===== config.mk =====
export PLATFORM = sky130hd
export DESIGN_NAME = pms_sequencer
export DESIGN_NICKNAME = d
export VERILOG_FILES = /design/src/pms_pkg.sv /design/src/pms_sequencer.sv
export SDC_FILE = /design/constraint.sdc
export NUM_CORES = 1
export LEC_CHECK = 0
export BUFFER_PORTS_ARGS = -buffer_cell sky130_fd_sc_hd__buf_4
export CAP_MARGIN = 0
export CORE_UTILIZATION = 40
export CTS_CLUSTER_DIAMETER = 50
export CTS_CLUSTER_SIZE = 30
export DETAILED_ROUTE_END_ITERATION = 16
export HOLD_SLACK_MARGIN = 0.03
export PLACE_DENSITY_LB_ADDON = 0.08
export SYNTH_ARGS = -nofsm -noshare
export SYNTH_HDL_FRONTEND = slang
export SYNTH_SLANG_ARGS = --single-unit

===== constraint.sdc =====
create_clock -name clk -period 4.3 [get_ports clk]
set_input_delay 0.43 -clock clk [delete_from_list [all_inputs] [get_ports clk]]
set_output_delay 0.43 -clock clk [all_outputs]
set_load 0.01 [all_outputs]

===== src/pms_pkg.sv =====
/*
  Shared constants and types of the proximity measurement sequencer.
  Assumes a 200 MHz system clock and an I2C host on the far side.
*/
package pms_pkg;
  localparam logic [7:0] REG_SOFT_RESET  = 8'h01;
  localparam logic [7:0] REG_CFG_FIRST   = 8'h02;
  localparam logic [7:0] REG_INT_CONFIG  = 8'h02;
  localparam logic [7:0] REG_TH_UP_MSB   = 8'h10;
  localparam logic [7:0] REG_TH_UP_LSB   = 8'h11;
  localparam logic [7:0] REG_TH_LO_MSB   = 8'h12;
  localparam logic [7:0] REG_TH_LO_LSB   = 8'h13;
  localparam logic [7:0] REG_MEAS_CTRL   = 8'h17;
  localparam logic [7:0] REG_INT_STATUS  = 8'h40;
  localparam logic [7:0] REG_RESULT_MSB  = 8'h41;
  localparam logic [7:0] REG_RESULT_LSB  = 8'h42;
  localparam logic [7:0] SOFT_RESET_CODE = 8'h01;
  localparam logic [7:0] TH_UP_RESET     = 8'hFF;
  localparam logic [7:0] CFG_RESET       = 8'h00;
  localparam int NUM_CFG          = 22;
  localparam int SINGLE_TRIG_BIT  = 0;
  localparam int REPEAT_MODE_BIT  = 1;
  localparam int INT_LATCH_BIT    = 1;
  localparam int STAT_INT_BIT     = 4;
  localparam logic [3:0] BYTE_BITS = 4'h8;
  localparam int CLK_PERIOD_PS   = 5000;
  localparam int OSC_START_NS    = 1000;
  localparam int LED_PHASE_NS    = 2000;
  localparam int WAIT_PERIOD_MS  = 50;
  localparam int WAKE_CYCLES = (OSC_START_NS * 1000 + CLK_PERIOD_PS - 1)
                               / CLK_PERIOD_PS;
  localparam int LED_CYCLES  = (LED_PHASE_NS * 1000 + CLK_PERIOD_PS - 1)
                               / CLK_PERIOD_PS;
  localparam int WAIT_CYCLES_DEF = WAIT_PERIOD_MS * 1000000
                                   / (CLK_PERIOD_PS / 1000);

  typedef enum logic [3:0] {
    I_IDLE, I_ADDR, I_ACK_A, I_REG, I_ACK_R, I_WDATA, I_ACK_W, I_RDATA,
    I_RACK
  } pms_i2c_state_type;

  typedef enum logic [2:0] {
    S_STANDBY, S_WAKE, S_LIT, S_DARK, S_CALC, S_WAIT
  } pms_seq_state_type;

  typedef struct packed {
    logic osc_en;
    logic rx_power;
    logic led_on;
  } pms_afe_ctl_type;
endpackage


===== src/pms_sequencer.sv =====
/*
  I2C register slave and measurement sequencer of a proximity sensor.
  Assumes scl/sda arrive asynchronously from the pins, and that the
  analog front end presents rx_value steady in the clk domain.
*/
`timescale 1ns/1ps
module pms_sequencer #(
  parameter logic [6:0] DEV_ADDR    = 7'h37,
  parameter int         WAIT_CYCLES = pms_pkg::WAIT_CYCLES_DEF
) (
  input  wire logic                      clk,
  input  wire logic                      rst_n,
  input  wire logic                      scl_in,
  input  wire logic                      sda_in,
  output logic                           sda_out,
  output logic                           sda_oe,
  output logic                           int_out,
  output logic                           int_oe,
  output pms_pkg::pms_afe_ctl_type       afe_ctl,
  input  wire logic [15:0]               rx_value
);
  import pms_pkg::*;

  if (WAIT_CYCLES < 1) begin : g_bad_wait
    $error("WAIT_CYCLES must be at least 1");
  end

  logic [1:0] scl_sync_reg;
  logic [1:0] sda_sync_reg;
  logic       scl_d_reg;
  logic       sda_d_reg;
  pms_i2c_state_type i_state_reg, i_next;
  logic [3:0]  bitcnt_reg, bitcnt_next;
  logic [7:0]  sh_reg, sh_next;
  logic [7:0]  ptr_reg, ptr_next;
  logic [7:0]  rb_reg, rb_next;
  logic        rw_reg, rw_next;
  logic        nack_reg, nack_next;
  logic        sda_oe_reg, sda_oe_next;
  logic        ctrl_wr_reg, ctrl_wr_next;
  logic        srst_reg, srst_next;
  logic        rclr_reg, rclr_next;
  logic [7:0]  cfg_reg [NUM_CFG];
  logic [7:0]  cfg_next [NUM_CFG];
  pms_seq_state_type st_reg, st_next;
  logic [31:0] cnt_reg, cnt_next;
  logic [15:0] lit_reg, lit_next;
  logic [15:0] amb_reg, amb_next;
  logic [15:0] res_reg, res_next;
  logic        int_reg, int_next;
  logic        done_reg, done_next;
  pms_afe_ctl_type afe_reg;
  logic scl_s, sda_s, scl_rise, scl_fall, start_det, stop_det, do_load, go;
  logic [15:0] diff, th_up, th_lo;
  logic out_win, latch_mode, repeat_on;

  function automatic logic [4:0] cidx(input logic [7:0] a);
    cidx = 5'(a - REG_CFG_FIRST);
  endfunction

  function automatic logic [7:0] cfg_default(input logic [4:0] i);
    cfg_default = (i == cidx(REG_TH_UP_MSB) || i == cidx(REG_TH_UP_LSB))
                  ? TH_UP_RESET : CFG_RESET;
  endfunction

  assign scl_s     = scl_sync_reg[1];
  assign sda_s     = sda_sync_reg[1];
  assign scl_rise  = scl_s & ~scl_d_reg;
  assign scl_fall  = ~scl_s & scl_d_reg;
  assign start_det = scl_s & scl_d_reg & sda_d_reg & ~sda_s;
  assign stop_det  = scl_s & scl_d_reg & ~sda_d_reg & sda_s;
  assign th_up = {cfg_reg[cidx(REG_TH_UP_MSB)], cfg_reg[cidx(REG_TH_UP_LSB)]};
  assign th_lo = {cfg_reg[cidx(REG_TH_LO_MSB)], cfg_reg[cidx(REG_TH_LO_LSB)]};
  assign latch_mode = cfg_reg[cidx(REG_INT_CONFIG)][INT_LATCH_BIT];
  assign repeat_on  = cfg_reg[cidx(REG_MEAS_CTRL)][REPEAT_MODE_BIT];
  assign diff    = (lit_reg > amb_reg) ? lit_reg - amb_reg : 16'h0000;
  assign out_win = (diff > th_up) || (diff < th_lo);
  // wake only on the STOP that closes a control write
  assign go = stop_det && ctrl_wr_reg &&
              (cfg_reg[cidx(REG_MEAS_CTRL)][SINGLE_TRIG_BIT] || repeat_on);

  function automatic logic [7:0] rd_byte(input logic [7:0] a);
    if (a >= REG_CFG_FIRST && a <= REG_MEAS_CTRL) begin
      rd_byte = cfg_reg[cidx(a)];
    end else if (a == REG_INT_STATUS) begin
      rd_byte = 8'(int_reg) << STAT_INT_BIT;
    end else if (a == REG_RESULT_MSB) begin
      rd_byte = res_reg[15:8];
    end else if (a == REG_RESULT_LSB) begin
      rd_byte = res_reg[7:0];
    end else begin
      rd_byte = 8'h00;
    end
  endfunction

  // bus slave and register file
  always_comb begin
    logic [7:0] rd;
    rd = rd_byte(ptr_reg);
    i_next = i_state_reg;
    bitcnt_next = bitcnt_reg;
    sh_next = sh_reg;
    ptr_next = ptr_reg;
    rb_next = rb_reg;
    rw_next = rw_reg;
    nack_next = nack_reg;
    sda_oe_next = sda_oe_reg;
    ctrl_wr_next = ctrl_wr_reg;
    srst_next = 1'b0;
    rclr_next = 1'b0;
    do_load = 1'b0;
    cfg_next = cfg_reg;
    if (done_reg && !repeat_on) begin
      cfg_next[cidx(REG_MEAS_CTRL)][SINGLE_TRIG_BIT] = 1'b0;
    end
    if (scl_rise) begin
      sh_next = {sh_reg[6:0], sda_s};
      bitcnt_next = bitcnt_reg + 4'h1;
      if (i_state_reg == I_RACK) begin
        nack_next = sda_s;
      end
    end
    if (scl_fall) begin
      case (i_state_reg)
        I_ADDR: begin
          if (bitcnt_reg == BYTE_BITS) begin
            if (sh_reg[7:1] == DEV_ADDR) begin
              sda_oe_next = 1'b1;
              rw_next = sh_reg[0];
              i_next = I_ACK_A;
            end else begin
              i_next = I_IDLE;
            end
          end
        end
        I_ACK_A: begin
          if (rw_reg) begin
            do_load = 1'b1;
          end else begin
            sda_oe_next = 1'b0;
            bitcnt_next = 4'h0;
            i_next = I_REG;
          end
        end
        I_REG: begin
          if (bitcnt_reg == BYTE_BITS) begin
            ptr_next = sh_reg;
            sda_oe_next = 1'b1;
            i_next = I_ACK_R;
          end
        end
        I_ACK_R, I_ACK_W: begin
          sda_oe_next = 1'b0;
          bitcnt_next = 4'h0;
          i_next = I_WDATA;
        end
        I_WDATA: begin
          if (bitcnt_reg == BYTE_BITS) begin
            if (ptr_reg == REG_SOFT_RESET && sh_reg == SOFT_RESET_CODE) begin
              srst_next = 1'b1;
            end else if (ptr_reg >= REG_CFG_FIRST &&
                         ptr_reg <= REG_MEAS_CTRL) begin
              cfg_next[cidx(ptr_reg)] = sh_reg;
              if (ptr_reg == REG_MEAS_CTRL) begin
                ctrl_wr_next = 1'b1;
              end
            end
            ptr_next = ptr_reg + 8'h01;
            sda_oe_next = 1'b1;
            i_next = I_ACK_W;
          end
        end
        I_RDATA: begin
          if (bitcnt_reg == BYTE_BITS) begin
            sda_oe_next = 1'b0;
            i_next = I_RACK;
          end else begin
            sda_oe_next = ~rb_reg[7];
            rb_next = {rb_reg[6:0], 1'b0};
          end
        end
        I_RACK: begin
          if (nack_reg) begin
            sda_oe_next = 1'b0;
            i_next = I_IDLE;
          end else begin
            do_load = 1'b1;
          end
        end
        default: begin
        end
      endcase
    end
    if (do_load) begin
      sda_oe_next = ~rd[7];
      rb_next = {rd[6:0], 1'b0};
      ptr_next = ptr_reg + 8'h01;
      bitcnt_next = 4'h0;
      i_next = I_RDATA;
      rclr_next = (ptr_reg == REG_INT_STATUS);
    end
    if (start_det) begin
      i_next = I_ADDR;
      bitcnt_next = 4'h0;
      sda_oe_next = 1'b0;
    end
    if (stop_det) begin
      i_next = I_IDLE;
      sda_oe_next = 1'b0;
      ctrl_wr_next = 1'b0;
    end
    if (srst_reg) begin
      for (int i = 0; i < NUM_CFG; i++) begin
        cfg_next[i] = cfg_default(5'(i));
      end
    end
  end

  // measurement sequencer
  always_comb begin
    st_next = st_reg;
    cnt_next = cnt_reg + 32'h1;
    lit_next = lit_reg;
    amb_next = amb_reg;
    res_next = res_reg;
    int_next = int_reg;
    done_next = 1'b0;
    case (st_reg)
      S_STANDBY: begin
        cnt_next = 32'h0;
        if (go) begin
          st_next = S_WAKE;
        end
      end
      S_WAKE: begin
        if (cnt_reg == 32'(WAKE_CYCLES - 1)) begin
          st_next = S_LIT;
          cnt_next = 32'h0;
        end
      end
      S_LIT: begin
        if (cnt_reg == 32'(LED_CYCLES - 1)) begin
          lit_next = rx_value;
          st_next = S_DARK;
          cnt_next = 32'h0;
        end
      end
      S_DARK: begin
        if (cnt_reg == 32'(LED_CYCLES - 1)) begin
          amb_next = rx_value;
          st_next = S_CALC;
        end
      end
      S_CALC: begin
        res_next = diff;
        done_next = 1'b1;
        int_next = latch_mode ? (int_reg | out_win) : out_win;
        cnt_next = 32'h0;
        st_next = repeat_on ? S_WAIT : S_STANDBY;
      end
      S_WAIT: begin
        if (!repeat_on) begin
          st_next = S_STANDBY;
        end else if (cnt_reg == 32'(WAIT_CYCLES - 1)) begin
          st_next = S_WAKE;
          cnt_next = 32'h0;
        end
      end
      default: st_next = S_STANDBY;
    endcase
    // a new out-of-window result beats a clearing read
    if (rclr_reg && latch_mode && !(st_reg == S_CALC && out_win)) begin
      int_next = 1'b0;
    end
    if (srst_reg) begin
      st_next = S_STANDBY;
      int_next = 1'b0;
      res_next = 16'h0000;
    end
  end

  always_ff @(posedge clk or negedge rst_n) begin
    if (!rst_n) begin
      scl_sync_reg <= 2'h3;
      sda_sync_reg <= 2'h3;
      scl_d_reg <= 1'b1;
      sda_d_reg <= 1'b1;
    end else begin
      scl_sync_reg <= {scl_sync_reg[0], scl_in};
      sda_sync_reg <= {sda_sync_reg[0], sda_in};
      scl_d_reg <= scl_s;
      sda_d_reg <= sda_s;
    end
  end

  always_ff @(posedge clk or negedge rst_n) begin
    if (!rst_n) begin
      i_state_reg <= I_IDLE;
      bitcnt_reg <= 4'h0;
      sh_reg <= 8'h00;
      ptr_reg <= 8'h00;
      rb_reg <= 8'h00;
      rw_reg <= 1'b0;
      nack_reg <= 1'b0;
      sda_oe_reg <= 1'b0;
      ctrl_wr_reg <= 1'b0;
      srst_reg <= 1'b0;
      rclr_reg <= 1'b0;
      for (int i = 0; i < NUM_CFG; i++) begin
        cfg_reg[i] <= cfg_default(5'(i));
      end
      st_reg <= S_STANDBY;
      cnt_reg <= 32'h0;
      lit_reg <= 16'h0000;
      amb_reg <= 16'h0000;
      res_reg <= 16'h0000;
      int_reg <= 1'b0;
      done_reg <= 1'b0;
      afe_reg <= '0;
    end else begin
      i_state_reg <= i_next;
      bitcnt_reg <= bitcnt_next;
      sh_reg <= sh_next;
      ptr_reg <= ptr_next;
      rb_reg <= rb_next;
      rw_reg <= rw_next;
      nack_reg <= nack_next;
      sda_oe_reg <= sda_oe_next;
      ctrl_wr_reg <= ctrl_wr_next;
      srst_reg <= srst_next;
      rclr_reg <= rclr_next;
      cfg_reg <= cfg_next;
      st_reg <= st_next;
      cnt_reg <= cnt_next;
      lit_reg <= lit_next;
      amb_reg <= amb_next;
      res_reg <= res_next;
      int_reg <= int_next;
      done_reg <= done_next;
      // powered only while a cycle runs
      afe_reg.osc_en <= st_next inside {S_WAKE, S_LIT, S_DARK, S_CALC};
      afe_reg.rx_power <= st_next inside {S_WAKE, S_LIT, S_DARK, S_CALC};
      afe_reg.led_on <= (st_next == S_LIT);
    end
  end

  assign sda_out = 1'b0;
  assign int_out = 1'b0;
  assign sda_oe  = sda_oe_reg;
  assign int_oe  = int_reg;
  assign afe_ctl = afe_reg;
endmodule


# Word-level counts from Yosys, hierarchy flattened
# Index checks and enable logic that the tools add are counted.
[totals]
mem_count = 0
reg_bits = 307
elab_cells = 253
mem_bits_rw = 0
latchBits = 0
output_inout_bits = 7
inputBits = 20
romBits = 0
[classes]
multipliers = 0
eq_ne = 41
n_lt_le_gt_ge = 7
n_shift = 0
muxes = 93
n_div = 0
bitwise = 15
add_sub_neg = 5
reduce_logical = 45
[ops]
columns = ["operator", "n"]
rows = [
  ["two-way mux 176 bit", 6],
  ["bitwise mux 176 bit", 1],
  ["two-way mux 32 bit", 4],
  ["case mux 32 bit (4 select lines)", 1],
  ["two-way mux 8 bit", 15],
  ["two-way mux 4 bit", 15],
  ["two-way mux 16 bit", 3],
  ["binary-select mux 8 bit (select 5 bit)", 1],
  ["demux 8 bit (select 5 bit)", 1],
  ["inequality test 5 bit, second input constant", 7],
  ["adder 32 x 1 -> 32 bit, second input constant", 1],
  ["equality test 32 x 24 -> 1 bit, second input constant", 1],
  ["equality test 32 x 8 -> 1 bit, second input constant", 1],
  ["equality test 32 x 9 -> 1 bit, second input constant", 1],
  ["greater-than comparator 16 bit", 2],
  ["two-way mux 1 bit", 31],
  ["case mux 4 bit (7 select lines)", 1],
  ["equality test 8 x 7 -> 1 bit, second input constant", 3],
  ["two-way mux 3 bit", 8],
  ["nonzero test 2 bit", 12],
  ["case mux 3 bit (6 select lines)", 1],
  ["equality test 4 x 3 -> 1 bit, second input constant", 4],
  ["equality test 8 x 1 -> 1 bit, second input constant", 2],
  ["< comparator 16 bit", 1],
  ["44 further kinds", 83],
]

# Logic depth before layout (Yosys ltp)
# Gate-level depths: netlist of run 1.
[logic_depth]
ltp_word = 13
depth_mapped = 18
ltp_nobuf = 17

# Least setup slack after synthesis of run 1
# Ideal clock, no wire load.
[synth_path]
path_type = "register -> register"
start = "reg lit_reg[0]"
end = "reg int_reg, in the netlist int_oe"
setup_time_ns = 0.129
required_time_ns = 4.171
path_slack_ns = 1.026
arrival_ns = 3.145
period_less_slack_ns = 3.274
path_buffers = 2
stages_incl_launch_ff = 19
path_cell_list = "dfrtp_1 > inv_1 > ha_1 > inv_1 > fa_1 > nand3_1 > a21oi_1 > o21bai_1 > a21o_1 > clkbuf_1 > clkbuf_1 > nor2_1 > ha_1 > a41oi_1 > o21ai_0 > a21oi_1 > o221ai_1 > nor2_1 > o22ai_1"
[synth_between]
elab_chain_cells = 9
word_cells_on_any_way = 15
cone_classes = "1 x add/sub; 3 x order compare; 5 x mux; 1 x bitwise; 5 x reduce/logical"
[synth_rtl]
columns = ["item", "line", "rtl"]
rows = [
  ["start, declared", "pms_sequencer.sv:47", "logic [15:0] lit_reg, lit_next;"],
  ["start signal, assigned", "pms_sequencer.sv:335", "lit_reg <= lit_next;"],
  ["subtractor 16 bit / greater-than comparator 16 bit (equally long branches)", "pms_sequencer.sv:76", "assign diff = (lit_reg > amb_reg) ? lit_reg - amb_reg : 16'h0000;"],
  ["two-way mux 16 bit (*)", "pms_sequencer.sv:76", ""],
  ["greater-than comparator 16 bit / < comparator 16 bit (equally long branches)", "pms_sequencer.sv:77", "assign out_win = (diff > th_up) || (diff < th_lo);"],
  ["logical OR 1 bit (*)", "pms_sequencer.sv:77", ""],
  ["bitwise OR 1 bit / logical AND 1 bit (equally long branches)", "pms_sequencer.sv:257, pms_sequencer.sv:272", ""],
  ["two-way mux 1 bit / zero test 1 bit (equally long branches)", "pms_sequencer.sv:257, pms_sequencer.sv:272", ""],
  ["two-way mux 1 bit / logical AND 1 bit (equally long branches)", "pms_sequencer.sv:228, pms_sequencer.sv:272", ""],
  ["two-way mux 1 bit", "pms_sequencer.sv:272", "if (rclr_reg && latch_mode && !(st_reg == S_CALC && out_win)) begin"],
  ["two-way mux 1 bit", "pms_sequencer.sv:275", "if (srst_reg) begin"],
  ["end signal, assigned", "pms_sequencer.sv:338", "int_reg <= int_next;"],
  ["end, declared", "pms_sequencer.sv:50", "logic int_reg, int_next;"],
]
# Every way passes the cells marked *; elsewhere a longest branch is shown, timed or not. The select of a mux whose other input is x is not followed.
# A chain may end at the register's enable or synchronous reset.

# Worst setup path in the final report of run 1
[layout_path]
start = "reg amb_reg[13]"
end = "reg int_reg, in the netlist int_oe"
[layout_between]
elab_chain_cells = 9
word_cells_on_any_way = 15
cone_classes = "1 x add/sub; 3 x order compare; 5 x mux; 1 x bitwise; 5 x reduce/logical"
[layout_rtl]
columns = ["item", "line", "rtl"]
rows = [
  ["start, declared", "pms_sequencer.sv:48", "logic [15:0] amb_reg, amb_next;"],
  ["start signal, assigned", "pms_sequencer.sv:336", "amb_reg <= amb_next;"],
  ["subtractor 16 bit / greater-than comparator 16 bit (equally long branches)", "pms_sequencer.sv:76", ""],
  ["two-way mux 16 bit (*)", "pms_sequencer.sv:76", ""],
  ["greater-than comparator 16 bit / < comparator 16 bit (equally long branches)", "pms_sequencer.sv:77", ""],
  ["logical OR 1 bit (*)", "pms_sequencer.sv:77", ""],
  ["bitwise OR 1 bit / logical AND 1 bit (equally long branches)", "pms_sequencer.sv:257, pms_sequencer.sv:272", ""],
  ["two-way mux 1 bit / zero test 1 bit (equally long branches)", "pms_sequencer.sv:257, pms_sequencer.sv:272", ""],
  ["two-way mux 1 bit / logical AND 1 bit (equally long branches)", "pms_sequencer.sv:228, pms_sequencer.sv:272", ""],
  ["two-way mux 1 bit", "pms_sequencer.sv:272", ""],
  ["two-way mux 1 bit", "pms_sequencer.sv:275", ""],
]
# Marks and branches as above.

==> flow_metrics.tcl, run 1 <==
set metrics [dict create \
    min_to "lit_reg[0]$_DFFE_PN0P_" \
    timing.fmax_mhz 284 \
    grt_max_degree 98 \
    syn_area_um2 17100 \
    core_um2 42100 \
    min_from "rx_value[0]" \
    required_ps 4790 \
    hold_path.class "in2reg" \
    cts.sinks 306 \
    ys_seq_area_share_pct 44.8 \
    area_delta_synth_final_pct 13.3 \
    p_per_area_nw_per_um2 395 \
    slew_viol_final 0 \
    fin_area_um2 19400 \
    pre_cts_slack_ps 812 \
    ff2ff_setup_slack_ps 780 \
    hold_depth 3 \
    vias_per_cell 5.76 \
    rr_endpoint "int_oe$_DFFE_PN0P_" \
    final_nets 1889 \
    initial_core_util_pct 40.7 \
    grt_antenna_before_repair 1 \
    relSlewSlack_pct 33.5 \
    ys_ff_latch 306 \
    path_class "reg2reg" \
    utilization_pct 46.1 \
    synthTopCellsByArea "dfrtp_1 (41%), a21oi_1 (6.2%), o21ai_0 (5.7%)" \
    post-route-period-util_pct 81.9 \
    worst-r2r-cell-count 12 \
    drive_above_1_share_pct 15.2 \
    drtIter0Drc 1245 \
    grt_overflow 0 \
    port_buffers 24 \
    yosysUniqueCellTypes 85 \
    grt_pass1_wl_um 80200 \
    cts_root_buffer "clkbuf_16" \
    synth_cells 1825 \
    gp_congestion 0.911 \
    rows 75 \
    cp_data_arrival_time_ps 4010 \
    status "finished clean" \
    clockBufferDepth 3 \
    start_kind "register" \
    rsz0062_at_grt "no" \
    yosys.area.top_type "dfrtp_1" \
    report.final.hold_viol_count 0 \
    vias 13760 \
    antenna_cells 0 \
    synth_common_cells "dfrtp_1 (284), nand2_1 (225), a21oi_1 (212), o21ai_0 (195), nor2_1 (134)" \
    cp-startpoint "amb_reg[13]$_DFFE_PN0P_" \
    yosysWarnings 0 \
    largest_register_ffs 176 \
    total_power_mw 7.66 \
    dp_hpwl_um 32400 \
    clock_latency_ps 580 \
    min_period_ps 3520 \
    routed_wl_um 50600 \
    setup_viol 0 \
    p_leak_nw 8.23 \
    skew_ps 15.7 \
    async_reset_ff_share_pct 100 \
    yosysMostFrequentCell "dfrtp_1" \
    drc 0 \
    synth_top_area_share_pct 41.5 \
    synth_ff_type "dfrtp_1" \
    cts_setup_buffers 0 \
    die_y_um 209 \
    vdd_drop_max_uv 283 \
    cp_max_fo 18 \
    worst_setup_path_end_kind "register" \
    firstDrtPassIters 5 \
    syn_avg_cell_area_um2 9.39 \
    drv_cap 0 \
    finalSetupTns_ps 0 \
    grt_usage_pct 23.5 \
    io_pins 27 \
    path_clk_slew_ps 60 \
    fin_ws_ps 778 \
    placed_area_um2 17900 \
    routedWlPerCell_um 21.2 \
    r2r_start "amb_reg[13]$_DFFE_PN0P_" \
    grt_pass1_vias 13901 \
    die_w_um 209 \
    antenna_left 0 \
    cts_tree "done" \
    cts_buffers 44 \
    tightest_slew_ps 989 \
    synth_edf_count 0 \
    die-area_um2 43700 \
    htreeDepth 2 \
]
==> layer usage <==
metal  routed length [um]  GRT usage, %  vias to the layer above  part of all wire, %
met3                 2450          3.44                       90                  4.8
met1                23600          33.2                     6868                   47
met2                23100          36.9                      302                   46
met5                   13             0                        -                0.026
met4                 1380          7.96                        2                  2.7
li1                     -             -                     6498                    -
==> cell usage in the layout (no fill, tap or decap), drive strengths merged, types with 14 or more instances in the layout <==
cell type,n
nor2,136
a21oi,212
dfstp,22
xnor2,20
xor2,25
mux2,44
inv,90
buf,67
nand4,22
a211o,20
nand3,36
ha,56
nor3,19
clkbuf,50
nand2,225
dfrtp,284
mux2i,23
nand2b,14
clkinv,17
mux4,40
o21ai,197
==> what timing repair did <==
action                                 CTS  global route
hold buffers                             3             0
setup endpoints to repair                0             0
endpoints found under the hold margin   90             0
gates resized for setup                  0             0
==> cell families (layout without fill, tap and decap cells) <==
| family | Yosys count | in the layout | share of synthesized area (%) |
|---|---|---|---|
| AND/OR/NAND/NOR | 543 | 543 | 14.9 |
| XOR/XNOR | 45 | 45 | 2.30 |
| other | 1 | 2 | 0.0219 |
| multiplexers | 107 | 107 | 9.69 |
| adder cells (fa/ha/maj) | 57 | 57 | 4.21 |
| AO/OA/AOI/OAI | 557 | 557 | 19.1 |
| buffers and inverters | 209 | 231 | 4.92 |
| flip-flops | 306 | 306 | 44.8 |
==> how the worst max path moves through the flow <==
stage                    endpoint  slack, ps  cells after the start
2_1_floorplan  int_oe$_DFFE_PN0P_       1030                     18
3_3_place_gp   int_oe$_DFFE_PN0P_        860                     14
3_5_place_dp   int_oe$_DFFE_PN0P_        810                     12
4_1_cts        int_oe$_DFFE_PN0P_        790                     12
5_1_grt        int_oe$_DFFE_PN0P_        450                     12
6_report       int_oe$_DFFE_PN0P_        780                     12
==> area by class of cell <==
class,instances,area (um^2)
well taps,539,674
fillers,4015,22700
clock inverters,32,334
multi-input cells,1311,8620
inverters,79,297
clock buffers,50,1160
repair buffers,70,628
flip-flops and latches,306,7690
==> metrics by stage <==
step,std cells,hold WS (ps)
global placement,2302,350
floorplan,1826,134
detailed placement,2302,347
CTS,2387,53.9
global route,2387,85.1
finish,2387,88.2
==> critical path, cell delays in order (launching register included) <==
cell and delay, ps:
dfrtp_1 360, inv_1 50, ha_1 430, and3_1 290, nand3_1 130, o21bai_1 210
a21o_1 370, a211oi_1 490, ha_1 340, a211oi_1 310, nand2_1 100, o2111a_1 240
o22ai_1 140
==> report_power, final <==
part	internal (mW)	switching, mW	leakage [nW]
Sequential	2.96	0.0862	4.13
Clock	2.14	1.54	0.733
Combinational	0.258	0.682	3.37
Total	5.35	2.31	8.23
Note: power is estimated with default switching activity, not from simulation.
==> inputs of run 2 (changes only) <==
==> constraint.sdc (replaced) <==
create_clock -name clk -period 3.6 [get_ports clk]
set_input_delay 0.36 -clock clk [delete_from_list [all_inputs] [get_ports clk]]
set_output_delay 0.36 -clock clk [all_outputs]
set_load 0.01 [all_outputs]
==> run 2 against run 1 <==
Effect of this change: cell area up 1.9%; hold slack lost 29 ps; critical endpoint unchanged; power is 21% higher; core utilization rose by 0.85 points; routed wire length increased by 0.50%; register-to-register slack got worse by 570 ps; largest power group unchanged; largest cell class unchanged.
==> flow_metrics.tcl, run 2 (synthesis gave the netlist of run 1 again) <==
set metrics [dict create \
    final_cell_mix "dfrtp_1 (281), nand2_1 (225), a21oi_1 (212), o21ai_0 (195), nor2_1 (133)" \
    clockBufferDepth 3 \
    min_to "amb_reg[10]$_DFFE_PN0P_" \
    final_nets 1922 \
    rows 75 \
    grt_usage_pct 23.6 \
    tightest_slew_ps 985 \
    total_power_mw 9.30 \
    cts_tree "done" \
    grt_overflow 0 \
    start_kind "register" \
    die_y_um 209 \
    clock_latency_ps 580 \
    worstPathCellList "ha_1 -> nor2b_1 -> o31ai_2 -> a211o_1 -> and3b_1 -> a311oi_1 -> nor2_1 -> ha_1 -> a41oi_1 -> o21ai_0 -> a21oi_1 -> o221ai_1 -> nor2_1 -> o22ai_1" \
    slowest_stage "dfrtp_1" \
    drc 0 \
    pre_cts_slack_ps 161 \
    largest_register_ffs 176 \
    final_common_cell "dfrtp_1" \
    vias 13803 \
    dp.cells 2321 \
    p_per_area_nw_per_um2 470 \
    cts_root_buffer "clkbuf_16" \
    routed_wl_um 50900 \
    p_leak_nw 8.41 \
    min_from "rx_value[10]" \
    instances_no_fill 2418 \
    crit_family "compound AO/OA/AOI/OAI gates" \
    path_clk_slew_ps 60 \
    hold_path.class "in2reg" \
    grt_antenna_before_repair 0 \
    finalSetupTns_ps 0 \
    crit_buf_inv 0 \
    drive_above_1_share_pct 16.1 \
    cp_max_fo 4 \
    io_pins 27 \
    grt_pass1_vias 13597 \
    slowest_delay_ps 420 \
    r2r_start "lit_reg[1]$_DFFE_PN0P_" \
    area_delta_synth_final_pct 15.4 \
    die-area_um2 43700 \
    cts_buffers 44 \
    path_class "reg2reg" \
    report.final.hold_viol_count 0 \
    cp_data_arrival_time_ps 3830 \
    required_ps 4040 \
    antenna_left 0 \
    routedWlPerCell_um 21.0 \
    timing.fmax_mhz 295 \
    whs_ps 59.0 \
    vdd_drop_max_uv 273 \
    multi_input_area_um2 8640 \
    rr_endpoint "int_oe$_DFFE_PN0P_" \
    firstDrtPassIters 5 \
    regArea_um2 7690 \
    dp_hpwl_um 32700 \
    drv_cap 0 \
    vias_per_cell 5.71 \
    relSlewSlack_pct 34.3 \
    hold_depth 2 \
    htreeDepth 2 \
    status "finished clean" \
    port_buffers 24 \
    worst-r2r-cell-count 14 \
    antenna_cells 0 \
    placed_area_um2 18000 \
    fillers 4041 \
    cts_setup_buffers 0 \
    ff2ff_setup_slack_ps 210 \
    cts.sinks 306 \
    fin_ws_ps 207 \
    utilization_pct 46.9 \
    setup_viol 0 \
    slew_viol_final 0 \
    rsz0062_at_grt "no" \
    fin_area_um2 19800 \
    drtIter0Drc 1132 \
    grt_max_degree 127 \
    initial_core_util_pct 40.7 \
    worst_setup_path_end_kind "register" \
    post-route-period-util_pct 94.2 \
    skew_ps 29.4 \
    die_w_um 209 \
    gp_congestion 0.855 \
    min_period_ps 3390 \
    core_um2 42100 \
    grt_pass1_wl_um 80900 \
]
==> run 2: cell count changes in the layout (fill, tap and decap cells not counted), moves of 2 or more <==
cell,previous run,this run
buf_4,59,76
dlygate4sd3_1,3,17
clkinv_4,7,4
clkinv_8,4,1
buf_12,7,9
bufinv_16,2,4
clkbuf_1,3,1
clkinvlp_4,2,4
==> run 2: worst max-delay path by stage <==
stage,to,cells after the start,start,slack (ps)
2_1_floorplan,int_oe$_DFFE_PN0P_,18,lit_reg[0]$_DFFE_PN0P_,330
3_3_place_gp,int_oe$_DFFE_PN0P_,16,lit_reg[0]$_DFFE_PN0P_,260
3_5_place_dp,int_oe$_DFFE_PN0P_,14,lit_reg[1]$_DFFE_PN0P_,160
4_1_cts,int_oe$_DFFE_PN0P_,14,lit_reg[1]$_DFFE_PN0P_,120
5_1_grt,int_oe$_DFFE_PN0P_,16,lit_reg[0]$_DFFE_PN0P_,1
6_report,int_oe$_DFFE_PN0P_,14,lit_reg[1]$_DFFE_PN0P_,210
==> run 2: per-layer routing <==
metal	vias to the layer above	GRT usage, %	routed length (um)
met3	63	3.34	2100
met2	285	36.5	23300
met5	-	0	0
met4	0	6.85	1040
met1	6893	34.4	24500
li1	6562	-	-
==> run 2: report_power, final <==
part / internal, mW / leakage, nW / switching, mW
clock network: 2.71 / 0.743 / 1.81
registers: 3.53 / 4.13 / 0.111
logic: 0.326 / 3.54 / 0.808
total: 6.57 / 8.41 / 2.73
==> run 2: what timing repair did <==
action                                 in CTS  in global routing
hold buffers                               17                  0
gates resized for setup                     0                  5
setup endpoints to repair                   0                  1
endpoints found under the hold margin     118                  0
==> run 2: cell type report <==
class / instances / share of cell area [%]
clock buffers: 49 / 5.98
flip-flops and latches: 306 / 38.9
clock inverters: 31 / 1.73
well taps: 539 / 3.41
multi-input cells: 1311 / 43.7
repair buffers: 103 / 4.73
inverters: 79 / 1.50
==> inputs of run 3 (changes only) <==
--- a/config.mk
+++ b/config.mk
@@ -5,8 +5,10 @@
 export SDC_FILE = /design/constraint.sdc
 export NUM_CORES = 1
 export LEC_CHECK = 0
+export ABC_AREA = 1
 export BUFFER_PORTS_ARGS = -buffer_cell sky130_fd_sc_hd__buf_4
-export CAP_MARGIN = 0
+export CELL_PAD_IN_SITES_DETAIL_PLACEMENT = 1
+export CELL_PAD_IN_SITES_GLOBAL_PLACEMENT = 1
 export CORE_UTILIZATION = 40
 export CTS_CLUSTER_DIAMETER = 50
 export CTS_CLUSTER_SIZE = 30
==> run 3 against run 2 <==
Effect of this change: synthesized area fell by 5.0%; sequential power decreased by 3%; sequential share of layout area increased by 2.0 points; setup slack better by 56 ps; via count is 5.5% higher; global-route usage grew 3.3 points; critical path depth is 11 higher; register-to-register slack better by 60 ps; fmax is 1.7% higher.
==> flow_metrics.tcl, run 3 <==
set metrics [dict create \
    status "finished clean" \
    cp_data_arrival_time_ps 3770 \
    grt_max_degree 116 \
    yosysWarnings 0 \
    gp_congestion 0.892 \
    ys_ff_latch 306 \
    slowest_delay_ps 380 \
    drv_cap 0 \
    grt_usage_pct 27.0 \
    synth_cells 2032 \
    skew_ps 32.1 \
    crit_family "simple AND/OR/NAND/NOR gates" \
    largest_register_ffs 176 \
    tightest_slew_ps 1000 \
    synth_common_cells "nand2_1 (352), o21ai_0 (328), dfrtp_1 (284), inv_1 (246), nor2_1 (203)" \
    die_w_um 204 \
    crit_top_cell "nand2_1" \
    hold_path.class "in2reg" \
    async_reset_ff_share_pct 100 \
    path_clk_slew_ps 60 \
    io_pins 27 \
    final_cell_mix "nand2_1 (349), o21ai_0 (327), dfrtp_1 (283), inv_1 (244), nor2_1 (200)" \
    cts_buffers 42 \
    port_buffers 24 \
    grt_antenna_before_repair 0 \
    synth_ff_type "dfrtp_1" \
    relSlewSlack_pct 33.2 \
    drc 0 \
    p_per_area_nw_per_um2 431 \
    start_kind "register" \
    path_class "reg2reg" \
    antenna_left 0 \
    report.final.hold_viol_count 0 \
    ys_seq_area_share_pct 47.2 \
    synth_top_area_share_pct 43.7 \
    final_common_cell "nand2_1" \
    yosysMostFrequentCell "nand2_1" \
    vias_per_cell 5.51 \
    area_delta_synth_final_pct 15.4 \
    worst_setup_path_end_kind "register" \
    final_nets 2157 \
    vias 14562 \
    routed_wl_um 53900 \
    cts_tree "done" \
    grt_pass1_wl_um 86900 \
    post-route-period-util_pct 92.7 \
    grt_pass1_vias 15263 \
    clock_latency_ps 580 \
    die-area_um2 41500 \
    syn_avg_cell_area_um2 8.01 \
    setup_viol 0 \
    firstDrtPassIters 5 \
    total_power_mw 8.09 \
    min_period_ps 3340 \
    grt_overflow 0 \
    slew_viol_final 0 \
    timing.fmax_mhz 300 \
    required_ps 4030 \
    routedWlPerCell_um 20.4 \
    drtIter0Drc 898 \
    cts_root_buffer "clkbuf_16" \
    dp_hpwl_um 38300 \
    core_um2 39900 \
    utilization_pct 47.1 \
    clockBufferDepth 3 \
    slowest_stage "dfrtp_1" \
    cp_max_fo 8 \
    die_y_um 204 \
    p_leak_nw 8.65 \
    rows 73 \
    yosys.area.top_type "dfrtp_1" \
    drive_above_1_share_pct 11.1 \
    htreeDepth 2 \
    finalSetupTns_ps 0 \
    syn_area_um2 16300 \
    vdd_drop_max_uv 337 \
    yosysUniqueCellTypes 53 \
    crit_buf_inv 5 \
    synthTopCellsByArea "dfrtp_1 (44%), o21ai_0 (10%), nand2_1 (8.1%)" \
    cts.sinks 306 \
    synth_edf_count 0 \
    initial_core_util_pct 40.8 \
]
## run 3: metrics by stage
stage	hold WS, ps	worst slack [ps]	area, um^2	std cells
after floorplan	64.4	502	16300	2033
after global placement	346	207	17200	2554
after detailed placement	352	5.52	17200	2554
after CTS	54.7	28.5	18600	2634
after global routing	78.6	-15.8	18800	2638
final	78.6	263	18800	2641
## run 3: kinds of logic (layout without fill, tap and decap cells)
group           count (synthesis)  count (layout)  share of synthesized area (%)
flops                         306             306                           47.2
other cells                     1               5                         0.0230
simple gates                  751             751                           19.7
fa+ha+maj                      57              57                           4.43
compound gates                556             556                           19.0
xor+xnor                       32              32                           1.72
buf+inv                       329             409                           7.89
## run 3: area by class of cell
| cell class | count | area (um^2) |
|---|---|---|
| Antenna cell | 3 | 7.51 |
| Clock buffer | 50 | 1110 |
| Clock inverter | 27 | 279 |
| Fill cell | 4816 | 21100 |
| Inverter | 259 | 975 |
| Multi-Input combinational cell | 1398 | 7450 |
| Sequential cell | 306 | 7690 |
| Tap cell | 525 | 657 |
| Timing Repair Buffer | 73 | 613 |
## run 3: where the power goes
part           switching [mW]  total [mW]  internal (mW)  leakage, nW
logic                   0.257       0.349         0.0920         3.95
clock network            1.74        4.21           2.47        0.684
registers              0.0434        3.53           3.49         4.01
## run 3: metal layers
metal / routed length [um] / up-vias / track usage [%] / share of wire [%]
met5: 0 / - / 0 / 0
met4: 1770 / 0 / 10.3 / 3.3
met3: 2370 / 78 / 3.93 / 4.4
met2: 24900 / 283 / 42.8 / 46
met1: 24800 / 7259 / 37.1 / 46
li1: - / 6942 / - / -
## run 3: path summary, 6_finish.rpt
| kind | start | end | slack [ps] | cells past startpoint |
|---|---|---|---|---|
| min reg2reg | scl_sync_reg[0]$_DFF_PN1_ | scl_sync_reg[1]$_DFF_PN1_ | 340 | 0 |
| max in group asynchronous | rst_n | cfg_reg[57]$_DFFE_PN1P_ | 2160 | 3 |
| max | lit_reg[0]$_DFFE_PN0P_ | int_oe$_DFFE_PN0P_ | 260 | 25 |
| min in group asynchronous | rst_n | cfg_reg[116]$_DFFE_PN0P_ | 430 | 2 |
| max reg2reg | lit_reg[0]$_DFFE_PN0P_ | int_oe$_DFFE_PN0P_ | 260 | 25 |
| min | rx_value[15] | amb_reg[15]$_DFFE_PN0P_ | 80 | 3 |
## run 3: worst register-to-register path, stage by stage, from the launching register on
cell and delay (ps):
dfrtp_1 380, inv_1 60, ha_1 160, inv_2 70
fa_2 350, nand2_1 90, nand2_1 90, nand3_2 100
nand2_2 70, nand2_1 80, nand2_1 80, nand2_2 140
inv_4 70, buf_4 150, nand2_1 90, inv_1 80
ha_1 300, a21oi_2 140, o21a_1 130, o221ai_2 80
nand2_1 90, a22oi_2 50, a31oi_1 190, nand2_1 80
nand2_1 50, nand2_1 40
## run 3: repair_timing
action | CTS | global route
setup buffers | 0 | 4
pin swaps | 0 | 4
setup endpoints to repair | 1 | 1
endpoints found under the hold margin | 98 | 0
gates resized for setup | 3 | 29
hold buffers | 3 | 0
